$ cat src/logic/vss_defs.vh
// register layout, reset values and field positions of the vertical sequence bank
`ifndef VSS_DEFS_VH
`define VSS_DEFS_VH
`define VSS_BANK_ADDR 8'h14
`define VSS_HDR_ADDR_MSB 31
`define VSS_HDR_ADDR_LSB 24
`define VSS_HDR_CNT_MSB 23
`define VSS_HDR_CNT_LSB 0
`define VSS_WORDS 8
`define VSS_BANK_BITS 256
// packed reset image, word 1 at the top (bits 255:224), word 8 at the bottom
`define VSS_RESET_IMAGE {32'h1298_0026, 32'h0C0F_8002, 32'h60C0_F9A0, 32'hC243_A179, \
                         32'h8000_4C13, 32'h1A47_2600, 32'h0E84_C600, 32'h00E8_4C60}
// write-enable mask of the bank; word 8 bit 0 is unused
`define VSS_WRITE_MASK 256'hFFFF_FFFF_FFFF_FFFF_FFFF_FFFF_FFFF_FFFF_FFFF_FFFF_FFFF_FFFF_FFFF_FFFF_FFFF_FFFE
// field start positions (msb) in the packed 256-bit image
`define VSS_SEQ0_BASE 255
`define VSS_SEQ1_BASE 170
`define VSS_SEQ2_BASE 85
`define VSS_LEN_W 9
`define VSS_SEQ_BITS 85
`endif

$ cat src/logic/vss_shadow_mem.v
// eight-word memory for the pending (written but not yet applied) bank image
`timescale 1ns/1ps
module vss_shadow_mem #(
  parameter WIDTH = 32,
  parameter DEPTH = 8,
  parameter AW = 3
) (
  input wire clk,
  input wire clkEn,
  input wire wrEn,
  input wire [AW-1:0] wrAddr,
  input wire [WIDTH-1:0] wrData,
  input wire [AW-1:0] rdAddr,
  output reg [WIDTH-1:0] rdData
);
  reg [WIDTH-1:0] mem [0:DEPTH-1];

  // registered read keeps the output flop-driven
  always @(posedge clk) begin
    if (clkEn) begin
      if (wrEn) begin
        mem[wrAddr] <= wrData;
      end
      rdData <= mem[rdAddr];
    end
  end
endmodule // vss_shadow_mem

$ cat src/logic/vss_vertical_sequence_regs.v
// vertical sequence system bank: word loader, sync-held update and phase generators
//
// Overview of operation
// bank is vertical-sync synchronous after reset
// new values apply at next sync falling edge
// async update select applies writes immediately
// header top byte carries bank address 0x14
// header low 24 bits count words; zero=all
// sequence 0 length word1 31:23, reset 37
// sequence 0 polarities bits 22:19, 0,0,1,1
// two 9-bit toggles per phase, packed
// fields pack contiguously across word boundaries
// sequence 1 length word3 10:2, reset 104
// sequence 1 phase 3/4 polarity word4 31:30
// sequence 2 length word6 21:13, polarities 12:9
// seq2 phase4 toggle b word8 9:1, bit0 unused
// phases start at polarity, toggle, repeat
// words ascend after header; unused bits ignored
`timescale 1ns/1ps
`include "vss_defs.vh"
module vss_vertical_sequence_regs #(
  parameter NSEQ = 3
) (
  input wire clk,
  input wire sys_rst,
  input wire clkEn,
  input wire wordValid,
  input wire [31:0] wordData,
  input wire frameStart,
  input wire asyncUpdateSelect,
  input wire verticalSync,
  input wire [1:0] seqSelect,
  input wire seqRun,
  input wire [3:0] rdWord,
  output reg [31:0] rdData,
  output reg verticalPhaseOne,
  output reg verticalPhaseTwo,
  output reg verticalPhaseThree,
  output reg verticalPhaseFour,
  output reg updatePending
);
  localparam ST_HDR = 2'h0;
  localparam ST_DATA = 2'h1;
  localparam ST_SKIP = 2'h2;

  reg [1:0] state;
  reg [23:0] remain;
  reg countAll;
  reg [3:0] wordIdx;
  reg [255:0] active;
  reg [255:0] pending;
  reg syncPrev;
  reg [8:0] pos;
  reg [35:0] seqNow;

  wire syncFall = syncPrev & ~verticalSync;
  wire dataWrite = clkEn & wordValid & (state == ST_DATA) & (wordIdx <= 4'h8);
  wire [3:0] nextIdx = wordIdx + 4'h1;
  wire [31:0] memRd;
  // mask held as a vector so each word's slice is taken by position, not by shifting
  wire [255:0] writeMask = `VSS_WRITE_MASK;

  // pending image also mirrored in memory; its read output memRd is left unconnected, readback comes from active
  vss_shadow_mem #(.WIDTH(32), .DEPTH(8), .AW(3)) uShadow (
    .clk(clk),
    .clkEn(clkEn),
    .wrEn(dataWrite),
    .wrAddr(wordIdx[2:0] - 3'h1),
    .wrData(wordData),
    .rdAddr(rdWord[2:0] - 3'h1),
    .rdData(memRd)
  );

  // bit position of the msb of word n (1..8) in the packed image
  function [7:0] wordTop;
    input [3:0] n;
    begin
      wordTop = 8'hFF - {n[2:0] - 3'h1, 5'h00};
    end
  endfunction

  // field of 9 bits starting at a packed msb position, crossing words freely
  function [8:0] field9;
    input [255:0] img;
    input [7:0] msb;
    begin
      field9 = img[msb -: 9];
    end
  endfunction

  // sequence layout: len(9), pol(4), then 8 toggles of 9 bits, phase-major
  function [7:0] seqBase;
    input [1:0] s;
    begin
      case (s)
        2'h0: seqBase = 8'hFF;
        2'h1: seqBase = 8'hAA;
        default: seqBase = 8'h55;
      endcase
    end
  endfunction

  // header parse, word counting and pending image update
  always @(posedge clk) begin
    if (sys_rst) begin
      state <= ST_HDR;
      remain <= 24'h000000;
      countAll <= 1'b0;
      wordIdx <= 4'h1;
      pending <= `VSS_RESET_IMAGE;
      active <= `VSS_RESET_IMAGE;
      updatePending <= 1'b0;
      syncPrev <= 1'b0;
    end else if (clkEn) begin
      syncPrev <= verticalSync;
      if (frameStart) begin
        state <= ST_HDR;
      end else if (wordValid) begin
        case (state)
          ST_HDR: begin
            wordIdx <= 4'h1;
            remain <= wordData[`VSS_HDR_CNT_MSB:`VSS_HDR_CNT_LSB];
            countAll <= (wordData[`VSS_HDR_CNT_MSB:`VSS_HDR_CNT_LSB] == 24'h000000);
            if (wordData[`VSS_HDR_ADDR_MSB:`VSS_HDR_ADDR_LSB] == `VSS_BANK_ADDR) begin
              state <= ST_DATA;
            end else begin
              state <= ST_SKIP;
            end
          end
          ST_DATA: begin
            if (wordIdx <= 4'h8) begin
              // unused bits keep their value
              pending[wordTop(wordIdx) -: 32] <= (wordData & writeMask[wordTop(wordIdx) -: 32])
                | (pending[wordTop(wordIdx) -: 32] & ~writeMask[wordTop(wordIdx) -: 32]);
            end
            wordIdx <= nextIdx;
            if (!countAll) begin
              remain <= remain - 24'h000001;
              if (remain == 24'h000001) begin
                state <= ST_HDR;
              end
            end else if (wordIdx == 4'h8) begin
              state <= ST_HDR;
            end
          end
          default: state <= ST_SKIP;
        endcase
      end
      // held until sync falls unless async update selected
      if (asyncUpdateSelect) begin
        active <= pending;
        updatePending <= 1'b0;
      end else if (syncFall && updatePending) begin
        active <= pending;
        // a word landing in the same cycle stays pending for the next sync
        updatePending <= dataWrite;
      end else if (dataWrite) begin
        updatePending <= 1'b1;
      end
    end
  end

  // snapshot of selected sequence fields
  always @* begin
    seqNow = {field9(active, seqBase(seqSelect)), active[seqBase(seqSelect) - 8'h09 -: 4],
      23'h000000};
  end

  // phase generator: start polarity, invert at toggles, restart at length
  always @(posedge clk) begin
    if (sys_rst) begin
      pos <= 9'h000;
      verticalPhaseOne <= 1'b0;
      verticalPhaseTwo <= 1'b0;
      verticalPhaseThree <= 1'b1;
      verticalPhaseFour <= 1'b1;
      rdData <= 32'h0000_0000;
    end else if (clkEn) begin
      rdData <= (rdWord >= 4'h1 && rdWord <= 4'h8) ? active[wordTop(rdWord) -: 32] : 32'h0000_0000;
      if (!seqRun || pos + 9'h001 >= seqNow[35:27]) begin
        pos <= 9'h000;
        verticalPhaseOne <= seqNow[26];
        verticalPhaseTwo <= seqNow[25];
        verticalPhaseThree <= seqNow[24];
        verticalPhaseFour <= seqNow[23];
      end else begin
        pos <= pos + 9'h001;
        // each phase inverts when the count meets one of its toggles
        if (pos + 9'h001 == field9(active, seqBase(seqSelect) - 8'h0D)
            || pos + 9'h001 == field9(active, seqBase(seqSelect) - 8'h16)) begin
          verticalPhaseOne <= ~verticalPhaseOne;
        end
        if (pos + 9'h001 == field9(active, seqBase(seqSelect) - 8'h1F)
            || pos + 9'h001 == field9(active, seqBase(seqSelect) - 8'h28)) begin
          verticalPhaseTwo <= ~verticalPhaseTwo;
        end
        if (pos + 9'h001 == field9(active, seqBase(seqSelect) - 8'h31)
            || pos + 9'h001 == field9(active, seqBase(seqSelect) - 8'h3A)) begin
          verticalPhaseThree <= ~verticalPhaseThree;
        end
        if (pos + 9'h001 == field9(active, seqBase(seqSelect) - 8'h43)
            || pos + 9'h001 == field9(active, seqBase(seqSelect) - 8'h4C)) begin
          verticalPhaseFour <= ~verticalPhaseFour;
        end
      end
    end
  end
endmodule // vss_vertical_sequence_regs

$ cat config.mk
export PLATFORM = sky130hd
export DESIGN_NAME = vss_vertical_sequence_regs
export DESIGN_NICKNAME = d
export VERILOG_FILES = /design/src/logic/vss_shadow_mem.v /design/src/logic/vss_vertical_sequence_regs.v
export VERILOG_INCLUDE_DIRS = /design/src /design/src/logic
export SDC_FILE = /design/constraint.sdc
export NUM_CORES = 2
export LEC_CHECK = 0
export BUFFER_PORTS_ARGS = -buffer_cell sky130_fd_sc_hd__buf_4
export CAP_MARGIN = 10
export CORE_MARGIN = 2
export CORE_UTILIZATION = 55
export CTS_CLUSTER_SIZE = 14
export DETAILED_ROUTE_END_ITERATION = 6
export PLACE_DENSITY = 0.69
export SLEW_MARGIN = 25
export SYNTH_ARGS = -nofsm -noshare
export SYNTH_HDL_FRONTEND = slang
export SYNTH_SLANG_ARGS = --single-unit
$ cat constraint.sdc
create_clock -name clk -period 5.99 [get_ports clk]
set_input_delay 1.198 -clock clk [delete_from_list [all_inputs] [get_ports clk]]
set_output_delay 1.198 -clock clk [all_outputs]
set_load 0.05 [all_outputs]
Word level (Yosys, flattened, before mapping)
Index checks and enable logic that the tools add are counted.
- bits in registers: 590
- latch bits: 0
- memory bits (writable): 0
- memory bits (read-only): 0
- input bits: 46
- output and inout port bits: 37
- memories kept: 0
- add/sub/neg operators: 17
- $mul: 0
- divide/modulo/power cells: 0
- $lt $le $gt $ge: 4
- equal/unequal tests: 16
- shifts and indexed selects: 15
- muxes and demuxes: 30
- bitwise logic cells: 14
- reductions and logical operators: 30
- operators by type and width (operator ; count):
    $shiftx A264 B9 Y9 ; 9
    $shiftx A287 B9 Y32 ; 2
    $mux W256 ; 2
    $shift A32 B10 Y287 const A ; 1
    $shiftx A287 B9 Y32 const A ; 1
    $shiftx A32 B10 Y287 ; 1
    $shiftx A259 B9 Y4 ; 1
    $bwmux W256 ; 1
    $eq A9 B9 Y1 ; 8
    $and A32 B32 Y32 ; 2
    $pmux W24 S2 ; 1
    $mux W32 ; 1
    $not A32 Y32 ; 1
    $or A32 B32 Y32 ; 1
    $eq A24 B1 Y1 const B ; 1
    $logic_not A24 Y1 ; 1
    $mux W24 ; 1
    $mux W8 ; 3
    $sub A24 B1 Y24 const B ; 1
    $sub A8 B6 Y8 const B ; 3
    $pmux W8 S2 ; 1
    $sub A8 B4 Y8 const B ; 2
    $sub A8 B5 Y8 const B ; 2
    $sub A8 B7 Y8 const B ; 2
    29 further kinds ; 77

Depth between registers and ports, before layout
Gate-level depths: netlist of the first run.
- word-level depth: 14
- gate-level depth with buffers: 17

Least setup slack after synthesis of the first run
Ideal clock, no wire load.
- path kind: input -> register
- start point: in seqSelect[1]
- end point: reg verticalPhaseOne
- library setup time: 0.079 ns
- arrival time: 4.467 ns
- path slack: 1.444 ns
- cell stages on the path: 15
- cells stage by stage: clkbuf_1 > clkbuf_1 > buf_2 > buf_1 > buf_1 > a21oi_1 > ha_1 > a21o_1 > a2111oi_0 > o31ai_1 > o21ai_0 > clkbuf_1 > nand2_1 > a211o_1 > o211ai_1
- longest elaborated chain between the ends: 11
- RTL lines (item ; line ; source):
    start: declaration ; vss_vertical_sequence_regs.v:32 ; input wire [1:0] seqSelect,
    $eq A2 B1 Y1 / $logic_not A2 Y1 (equally long branches) ; vss_vertical_sequence_regs.v:95 ; case (s)
    $pmux W8 S2 (*) ; vss_vertical_sequence_regs.v:95 ;
    $mux W8 ; vss_vertical_sequence_regs.v:180 ; if (!seqRun || pos + 9'h001 >= seqNow[35:27]) begin
    $mux W8 ; vss_vertical_sequence_regs.v:178 ; end else if (clkEn) begin
    $mux W8 ; vss_vertical_sequence_regs.v:171 ; if (sys_rst) begin
    $sub A8 B4 Y8 / $sub A8 B5 Y8 (equally long branches) ; vss_vertical_sequence_regs.v:189, vss_vertical_sequence_regs.v:190 ;
    $shiftx A264 B9 Y9 ; vss_vertical_sequence_regs.v:87 ; field9 = img[msb -: 9];
    $eq A9 B9 Y1 (on tied branches) ; vss_vertical_sequence_regs.v:189, vss_vertical_sequence_regs.v:190 ;
    $logic_or A1 B1 Y1 ; vss_vertical_sequence_regs.v:190 ; || pos + 9'h001 == field9(active, seqBase(seqSelect) - 8'h16)) begin
    $reduce_bool A2 Y1 (no line) ; -- ;
    $reduce_and A2 Y1 (no line) ; -- ;
    end signal: assignment ; vss_vertical_sequence_regs.v:182 ; verticalPhaseOne <= seqNow[26];
    end signal: assignment ; vss_vertical_sequence_regs.v:191 ; verticalPhaseOne <= ~verticalPhaseOne;
    end: declaration ; vss_vertical_sequence_regs.v:36 ; output reg verticalPhaseOne,
Mark *: on every way between the ends. The rest lies on a longest branch, timed or not. The select of a mux whose other input is x is not followed.
A chain may end at the register's enable or synchronous reset.

Final worst setup path of the first run
- start point: reg pos[1]
- end point: reg verticalPhaseThree
- longest elaborated chain between the ends: 5
- RTL lines (item ; line ; source):
    start: declaration ; vss_vertical_sequence_regs.v:53 ; reg [8:0] pos;
    start signal: assignment ; vss_vertical_sequence_regs.v:187 ; pos <= pos + 9'h001;
    $add A9 B1 Y9 (*) ; vss_vertical_sequence_regs.v:180, vss_vertical_sequence_regs.v:197, vss_vertical_sequence_regs.v:198 ;
    $ge A9 B9 Y1, or another cell as far along ; vss_vertical_sequence_regs.v:180 ;
    $logic_or A1 B1 Y1 (on tied branches) ; vss_vertical_sequence_regs.v:180, vss_vertical_sequence_regs.v:198 ;
    $reduce_bool A2 Y1 (no line) ; -- ;
    $reduce_and A2 Y1 (no line) ; -- ;
    end signal: assignment ; vss_vertical_sequence_regs.v:184 ; verticalPhaseThree <= seqNow[24];
    end signal: assignment ; vss_vertical_sequence_regs.v:199 ; verticalPhaseThree <= ~verticalPhaseThree;
    end: declaration ; vss_vertical_sequence_regs.v:38 ; output reg verticalPhaseThree,
Mark *: on every way between the ends. The rest lies on a longest branch, timed or not.

==> results of run 1 <==
[report_power, final]
part / leakage (nW) / internal (mW) / switching [mW]
sequential: 4.77 / 3.97 / 0.0558
combinational: 5.24 / 0.232 / 0.526
clock: 1.07 / 2.45 / 1.65
total: 11.1 / 6.66 / 2.23
[cell type report]
| cell class | count | area, sq um | area share, % |
|---|---|---|---|
| timing repair buffer | 124 | 1030 | 3.45 |
| multi-input combinational | 2486 | 14000 | 46.8 |
| clock buffer | 89 | 1820 | 6.09 |
| clock inverter | 26 | 352 | 1.17 |
| sequential | 590 | 11800 | 39.4 |
| inverter | 22 | 85.1 | 0.284 |
| tap | 664 | 831 | 2.77 |
[cells by family (layout without fill, tap and decap cells)]
kind of cell	Yosys count	after routing	synth area share (%)
AO/OA/AOI/OAI	685	685	13.9
AND/OR/NAND/NOR	1554	1554	24.6
multiplexers	159	159	8.90
adder cells (fa/ha/maj)	20	20	0.922
XOR/XNOR	68	68	2.91
flip-flops	590	590	43.5
buffers and inverters	335	261	5.22
[worst paths after layout]
| kind | from | end | slack [ns] |
|---|---|---|---|
| max | pos[1] | verticalPhaseThree | 2.10 |
| min reg2reg | pending[26] | active[26] | 0.44 |
| min | pending[26] | active[26] | 0.44 |
| max reg2reg | pos[1] | verticalPhaseThree | 2.10 |
[metal layers]
metal,vias to the layer above,share of wire [%],GRT usage (%)
met4,4,5.2,17.8
met1,12100,39,52.2
li1,11400,-,-
met2,1532,44,58.7
met5,-,0.025,0
met3,289,12,8.46
[stage by stage]
stage          hold slack, ns  instance area (sq um)  power [mW]  setup slack, ns
3_5_place_dp            0.440                  27800        4.85             1.62
4_1_cts                 0.442                  29900        8.87             2.21
5_1_grt                 0.457                  30000        9.09             1.91
2_1_floorplan           0.432                  27100        4.59             1.44
3_3_place_gp            0.435                  27700        4.83             1.59
6_report                0.441                  30000        8.88             2.10
[cells in the mapped netlist (4+ instances only)]
cell       number  area share, %
nand3_1       389            7.2
a211oi_1       14           0.39
mux2_2          8           0.33
inv_1          20           0.28
xor3_1          8           0.70
buf_4          10           0.28
o21ai_0        89            1.6
nand2_1       946             13
clkbuf_1      244            3.4
mux2i_1        86            3.2
buf_6          10           0.42
nand4_1        10           0.23
buf_2          36           0.66
and2_1         10           0.23
a211o_1         4           0.13
nand2b_1        8           0.18
xnor2_1        36            1.2
o211ai_1       25           0.69
buf_1          12           0.17
nor2b_1         6           0.14
nor2_1        101            1.4
nor4_1         20           0.46
a21o_1          9           0.25
xor2_1         19           0.61
o21a_1          6           0.17
a21oi_1       484            8.9
a22oi_1         4           0.11
o31ai_1         5           0.14
nor3_1         26           0.48
a221oi_1        9           0.29
ha_1           20           0.92
a2bb2oi_1       4           0.13
or3_1           5           0.12
dfxtp_1       590             44
mux4_2         65            5.4
[registers in the layout, summed over array words and instances, names as in the netlist, 2 cells and up]
name,cells
pending,256
pos,9
wordIdx,4
active,256
rdData,32
remain,24
state,2
[critical path, stage by stage, from the launching register on]
cell and delay [ns]:
dfxtp_1 0.59, ha_1 0.37, inv_1 0.14, o21ai_0 0.50, nand2_2 0.31, ha_1 0.38, a2111oi_0 0.36, o31ai_1 0.16
o21ai_0 0.10, buf_4 0.24, nand2_1 0.11, a2111o_1 0.39, o221a_2 0.12
==> metrics.md, run 1 <==
| Metric | Value |
|---|---|
| Clock Latency Late Sink | 0.64 ns |
| Area growth syn-to-layout | 10.4% |
| Grt total ovfl | 0 |
| Worst setup SP type | flop |
| Final WL | 99900 microns |
| Ratio of cells with drive above 1 in the final layout | 10.4% |
| Crit Path Class | reg2reg |
| Post-synth EDFFs | 0 |
| Vias per inst | 6.33 |
| Cts hold-fix bufs | 0 |
| Initial antenna violation count | 2 |
| CP Max Fanout | 14 |
| Worst Path Required | 6.52 ns |
| Post-Place Cells | 3885 |
| Avg Cell Area, Syn | 7.95 sq um |
| Buffers on Ports | 82 |
| Sink Count | 590 |
| Yosys warns | 0 |
| Syn Inst Count | 3411 |
| Syn nets | 3477 |
| Nets | 3351 |
| Tightest Hold Check Type | reg2reg |
| Max_slew headroom | 23.4% |
| CTS Buffer Depth | 3 |
| Die width | 226 microns |
| Antenna viol nets, final | 0 |
| Filler cell count | 4348 |
| Period utilization | 64.9% |
| Ys async rst share | 0% |
| Most common cell after layout, fill and taps aside | nand2_1 |
| TNS Setup | 0 ns |
| Max H-tree Level | 2 |
| Routability congestion estimate | 0.973 |
| Cts bufs inserted | 61 |
| Global-route wire length before repair | 147000 microns |
| Starting DRT DRC Count | 3733 |
| Starting density of the core | 55.5% |
| DIE AREA | 51100 sq um |
| Pins Over Slew Limit | 0 |
| Wire per inst | 25.0 microns |
| Register area share after synthesis | 43.5% |
| Clock Root Buffer | clkbuf_16 |
| Yosys cell types | 81 |
| Unrepaired setup endpoints after global routing | false |
| Core area | 48800 sq um |
| Synth Register Bits | 590 |
| Pwr dens | 297 nW/um^2 |
| P_leak | 11.1 nW |
| FP Rows | 81 |
| Status | completed |
| Endpoints failing setup | 0 |
| Largest net degree at the start of global routing | 157 |
| Fin util | 61.3% |
| Data arrival, critical path | 4.42 ns |
| Slew @ Worst Pin | 1.15 ns |
| IO Pins | 83 |
| DRC Markers | 0 |
| Post-cts sizing count | 0 |
| Setup crit end kind | flop |
| Vias in the first global route | 23000 |
| Setup Fix Bufs, Post-CTS | 0 |
| Dpl hpwl | 63800 microns |
| Hold path depth | 2 |
| Fin Clk Skew | 0.0152 ns |
| Final Hold Viols | 0 |
| Ant diodes | 0 |
| Global Route Usage Sum | 38.5% |
| Die Ht | 226 microns |
| Maxcap violations | 0 |
| Fmax | 257 MHz |
| Layout Cells excl Fill | 4001 |
| Most used cells in the layout excluding fill and tap cells | nand2_1, dfxtp_1, a21oi_1, nand3_1, buf_4 |
| Initial DRT Pass Iterations | 6 |
| Min Tclk post-route | 3.89 ns |
| Worst-path clk slew | 0.07 ns |
| Worst IR Drop VDD | 0.000229 V |
| Ys flop type | dfxtp_1 |
| CTS tree | done |
| R2R depth | 12 |
| Area of the mapped netlist | 27100 sq um |
| Vias | 25300 |
No activity file was read; power rests on OpenSTA's default activity.
==> run 2: changes to the inputs <==
--- a/config.mk
+++ b/config.mk
@@ -12,7 +12,7 @@
 export CORE_UTILIZATION = 55
 export CTS_CLUSTER_SIZE = 14
 export DETAILED_ROUTE_END_ITERATION = 6
-export PLACE_DENSITY = 0.69
+export PLACE_DENSITY = 0.72
 export SLEW_MARGIN = 25
 export SYNTH_ARGS = -nofsm -noshare
 export SYNTH_HDL_FRONTEND = slang
==> constraint.sdc (replaced) <==
create_clock -name clk -period 3.3 [get_ports clk]
set_input_delay 0.66 -clock clk [delete_from_list [all_inputs] [get_ports clk]]
set_output_delay 0.66 -clock clk [all_outputs]
set_load 0.05 [all_outputs]
==> metrics.md, run 2 (synthesized netlist as in run 1, its figures left out) <==
| Metric | Value |
|---|---|
| Slew @ Worst Pin | 0.794 ns (-0.355 ns) |
| Die Ht | 226 microns (unchanged) |
| IO Pins | 83 (unchanged) |
| Global-route wire length before repair | 151000 microns (+3.0%) |
| Max H-tree Level | 2 (unchanged) |
| Worst setup SP type | flop |
| Initial DRT Pass Iterations | 6 (unchanged) |
| Fin Clk Skew | 0.0435 ns (+0.0283 ns) |
| Grt total ovfl | 0 (unchanged) |
| Pre-CTS WS | 0.0176 ns (-1.61 ns) |
| Met1 usage | 53.9% (+1.8 points) |
| Most used cells in the layout excluding fill and tap cells | nand2_1, dfxtp_1, a21oi_1, nand3_1, buf_4 |
| Period utilization | 93.5% (+29 points) |
| GR Layer Usage met2 | 60.9% (+2.2 points) |
| Cts hold-fix bufs | 0 (unchanged) |
| Clock Latency Late Sink | 0.65 ns (about the same) |
| Worst IR Drop VDD | 0.000387 V (+69%) |
| Routability congestion estimate | 0.973 (about the same) |
| Regs by FF count | active: 256 flops, pending: 256 flops, rdData: 32 flops |
| Met3 usage | 9.11% (+0.65 points) |
| Largest stage delay, worst path | 0.35 ns (-0.24 ns) |
| FP Rows | 81 (unchanged) |
| Antenna viol nets, final | 0 (unchanged) |
| Setup Fix Bufs, Post-CTS | 0 (unchanged) |
| Status | completed |
| Die width | 226 microns (unchanged) |
| Ant diodes | 0 (unchanged) |
| Dpl hpwl | 67500 microns (+5.8%) |
| Layout Cells excl Fill | 4074 (+1.8%) |
| Crit-path slowest cell | dfxtp_1 |
| Worst Slack Setup Final | 0.215 ns (-1.89 ns) |
| Vias | 25900 (+2.2%) |
| DIE AREA | 51100 sq um (unchanged) |
| Design area | 30700 sq um (+2.5%) |
| Worst-path clk slew | 0.06 ns (about the same) |
| Fmax | 324 MHz (+26%) |
| Buffers on Ports | 82 (unchanged) |
| Fin util | 62.8% (+1.5 points) |
| Starting density of the core | 55.5% (unchanged) |
| Busiest grt layer | met2 |
| CTS tree | done |
| Setup crit end kind | flop |
| Unrepaired setup endpoints after global routing | false |
| Pins Over Slew Limit | 0 (unchanged) |
| Starting DRT DRC Count | 3344 (-10%) |
| Maxcap violations | 0 (unchanged) |
| Tightest Hold Check Type | in2reg |
| P_leak | 11.5 nW (+3.8%) |
| Min Tclk post-route | 3.09 ns (-0.802 ns) |
| Initial antenna violation count | 3 (+1) |
| Pwr dens | 524 nW/um^2 (+77%) |
| CTS Buffer Depth | 3 (unchanged) |
| Final WL | 103000 microns (+2.9%) |
| DRC Markers | 0 (unchanged) |
| Wire per inst | 25.2 microns (+1.1%) |
| Worst Path Required | 3.83 ns (-2.69 ns) |
| Largest net degree at the start of global routing | 148 (-5.7%) |
| Cts bufs inserted | 60 (-1.6%) |
| Cell Chain, Critical Path | buf_4, and3b_1, nand2_2, nand2_1, ha_1, a21o_1, a2111oi_2, o31ai_1, o21ai_1, buf_4, nand2_1, a211o_1, o211ai_1 |
| Ratio of cells with drive above 1 in the final layout | 12.3% (+1.9 points) |
| Post-cts sizing count | 0 (unchanged) |
| Crit Path Class | reg2reg |
| Top delay family on crit path | compound AO/OA/AOI/OAI gates |
| Final Hold Viols | 0 (unchanged) |
| Data arrival, critical path | 3.61 ns (-0.81 ns) |
| CP Max Fanout | 19 (+5) |
| Vias in the first global route | 23800 (+3.4%) |
| Post-Place Cells | 3963 (+2.0%) |
| Most common cell after layout, fill and taps aside | nand2_1 |
| Max_slew headroom | 47.0% (+24 points) |
| Nets | 3427 (+2.3%) |
| Sink Count | 590 (unchanged) |
| Area growth syn-to-layout | 13.1% |
| Vias per inst | 6.35 (+0.38%) |
| Global Route Usage Sum | 39.8% (+1.4 points) |
| Endpoints failing setup | 0 (unchanged) |
| Crit path buf inv count | 2 (unchanged) |
| Post-DP Area | 28600 sq um (+2.9%) |
| Clock Root Buffer | clkbuf_16 |
| Core area | 48800 sq um (unchanged) |
[run 2: cell count changes in the layout (fill, tap and decap cells not counted), moves of 5 or more]
cell / previous run / this run
buf_4: 116 / 175
and2_2: 6 / 1
buf_12: 6 / 25
and2_1: 3 / 9
[run 2: final timing paths]
path / slack [ns] / cells after the start / endpoint / startpoint
hold reg to reg: 0.44 / 2 / active[66] / pending[66]
setup / recovery: 0.21 / 13 / verticalPhaseOne / pos[0]
hold / removal: 0.25 / 2 / state[1] / frameStart
setup reg to reg: 0.21 / 13 / verticalPhaseOne / pos[0]
[run 2: area by class of cell]
| cell class | instances | area (sq um) |
|---|---|---|
| fill | 4280 | 18200 |
| multi-input combinational | 2486 | 14000 |
| sequential | 590 | 11800 |
| timing repair buffer | 201 | 1830 |
| clock buffer | 86 | 1780 |
| tap | 664 | 831 |
| clock inverter | 25 | 354 |
| inverter | 22 | 85.1 |
[run 2: per-layer routing]
metal,share of wire (%),vias to the layer above,routed length (microns)
li1,-,11600,-
met1,40,12400,40700
met2,44,1616,45000
met3,12,281,12500
met4,4.5,4,4580
met5,0.026,-,27
[run 2: through the flow]
stage                     TNS [ns]  power [mW]  hold slack (ns)
after global placement           0        8.86            0.435
after detailed placement         0        8.89            0.442
after floorplan            -0.0215        8.34            0.432
after CTS                        0        16.1            0.225
after global routing             0        16.4            0.265
final                            0        16.1            0.247
[run 2: where the power goes]
| part | switching [mW] | internal, mW |
|---|---|---|
| Sequential | 0.0996 | 7.21 |
| Clock | 3.00 | 4.30 |
| Combinational | 0.989 | 0.475 |
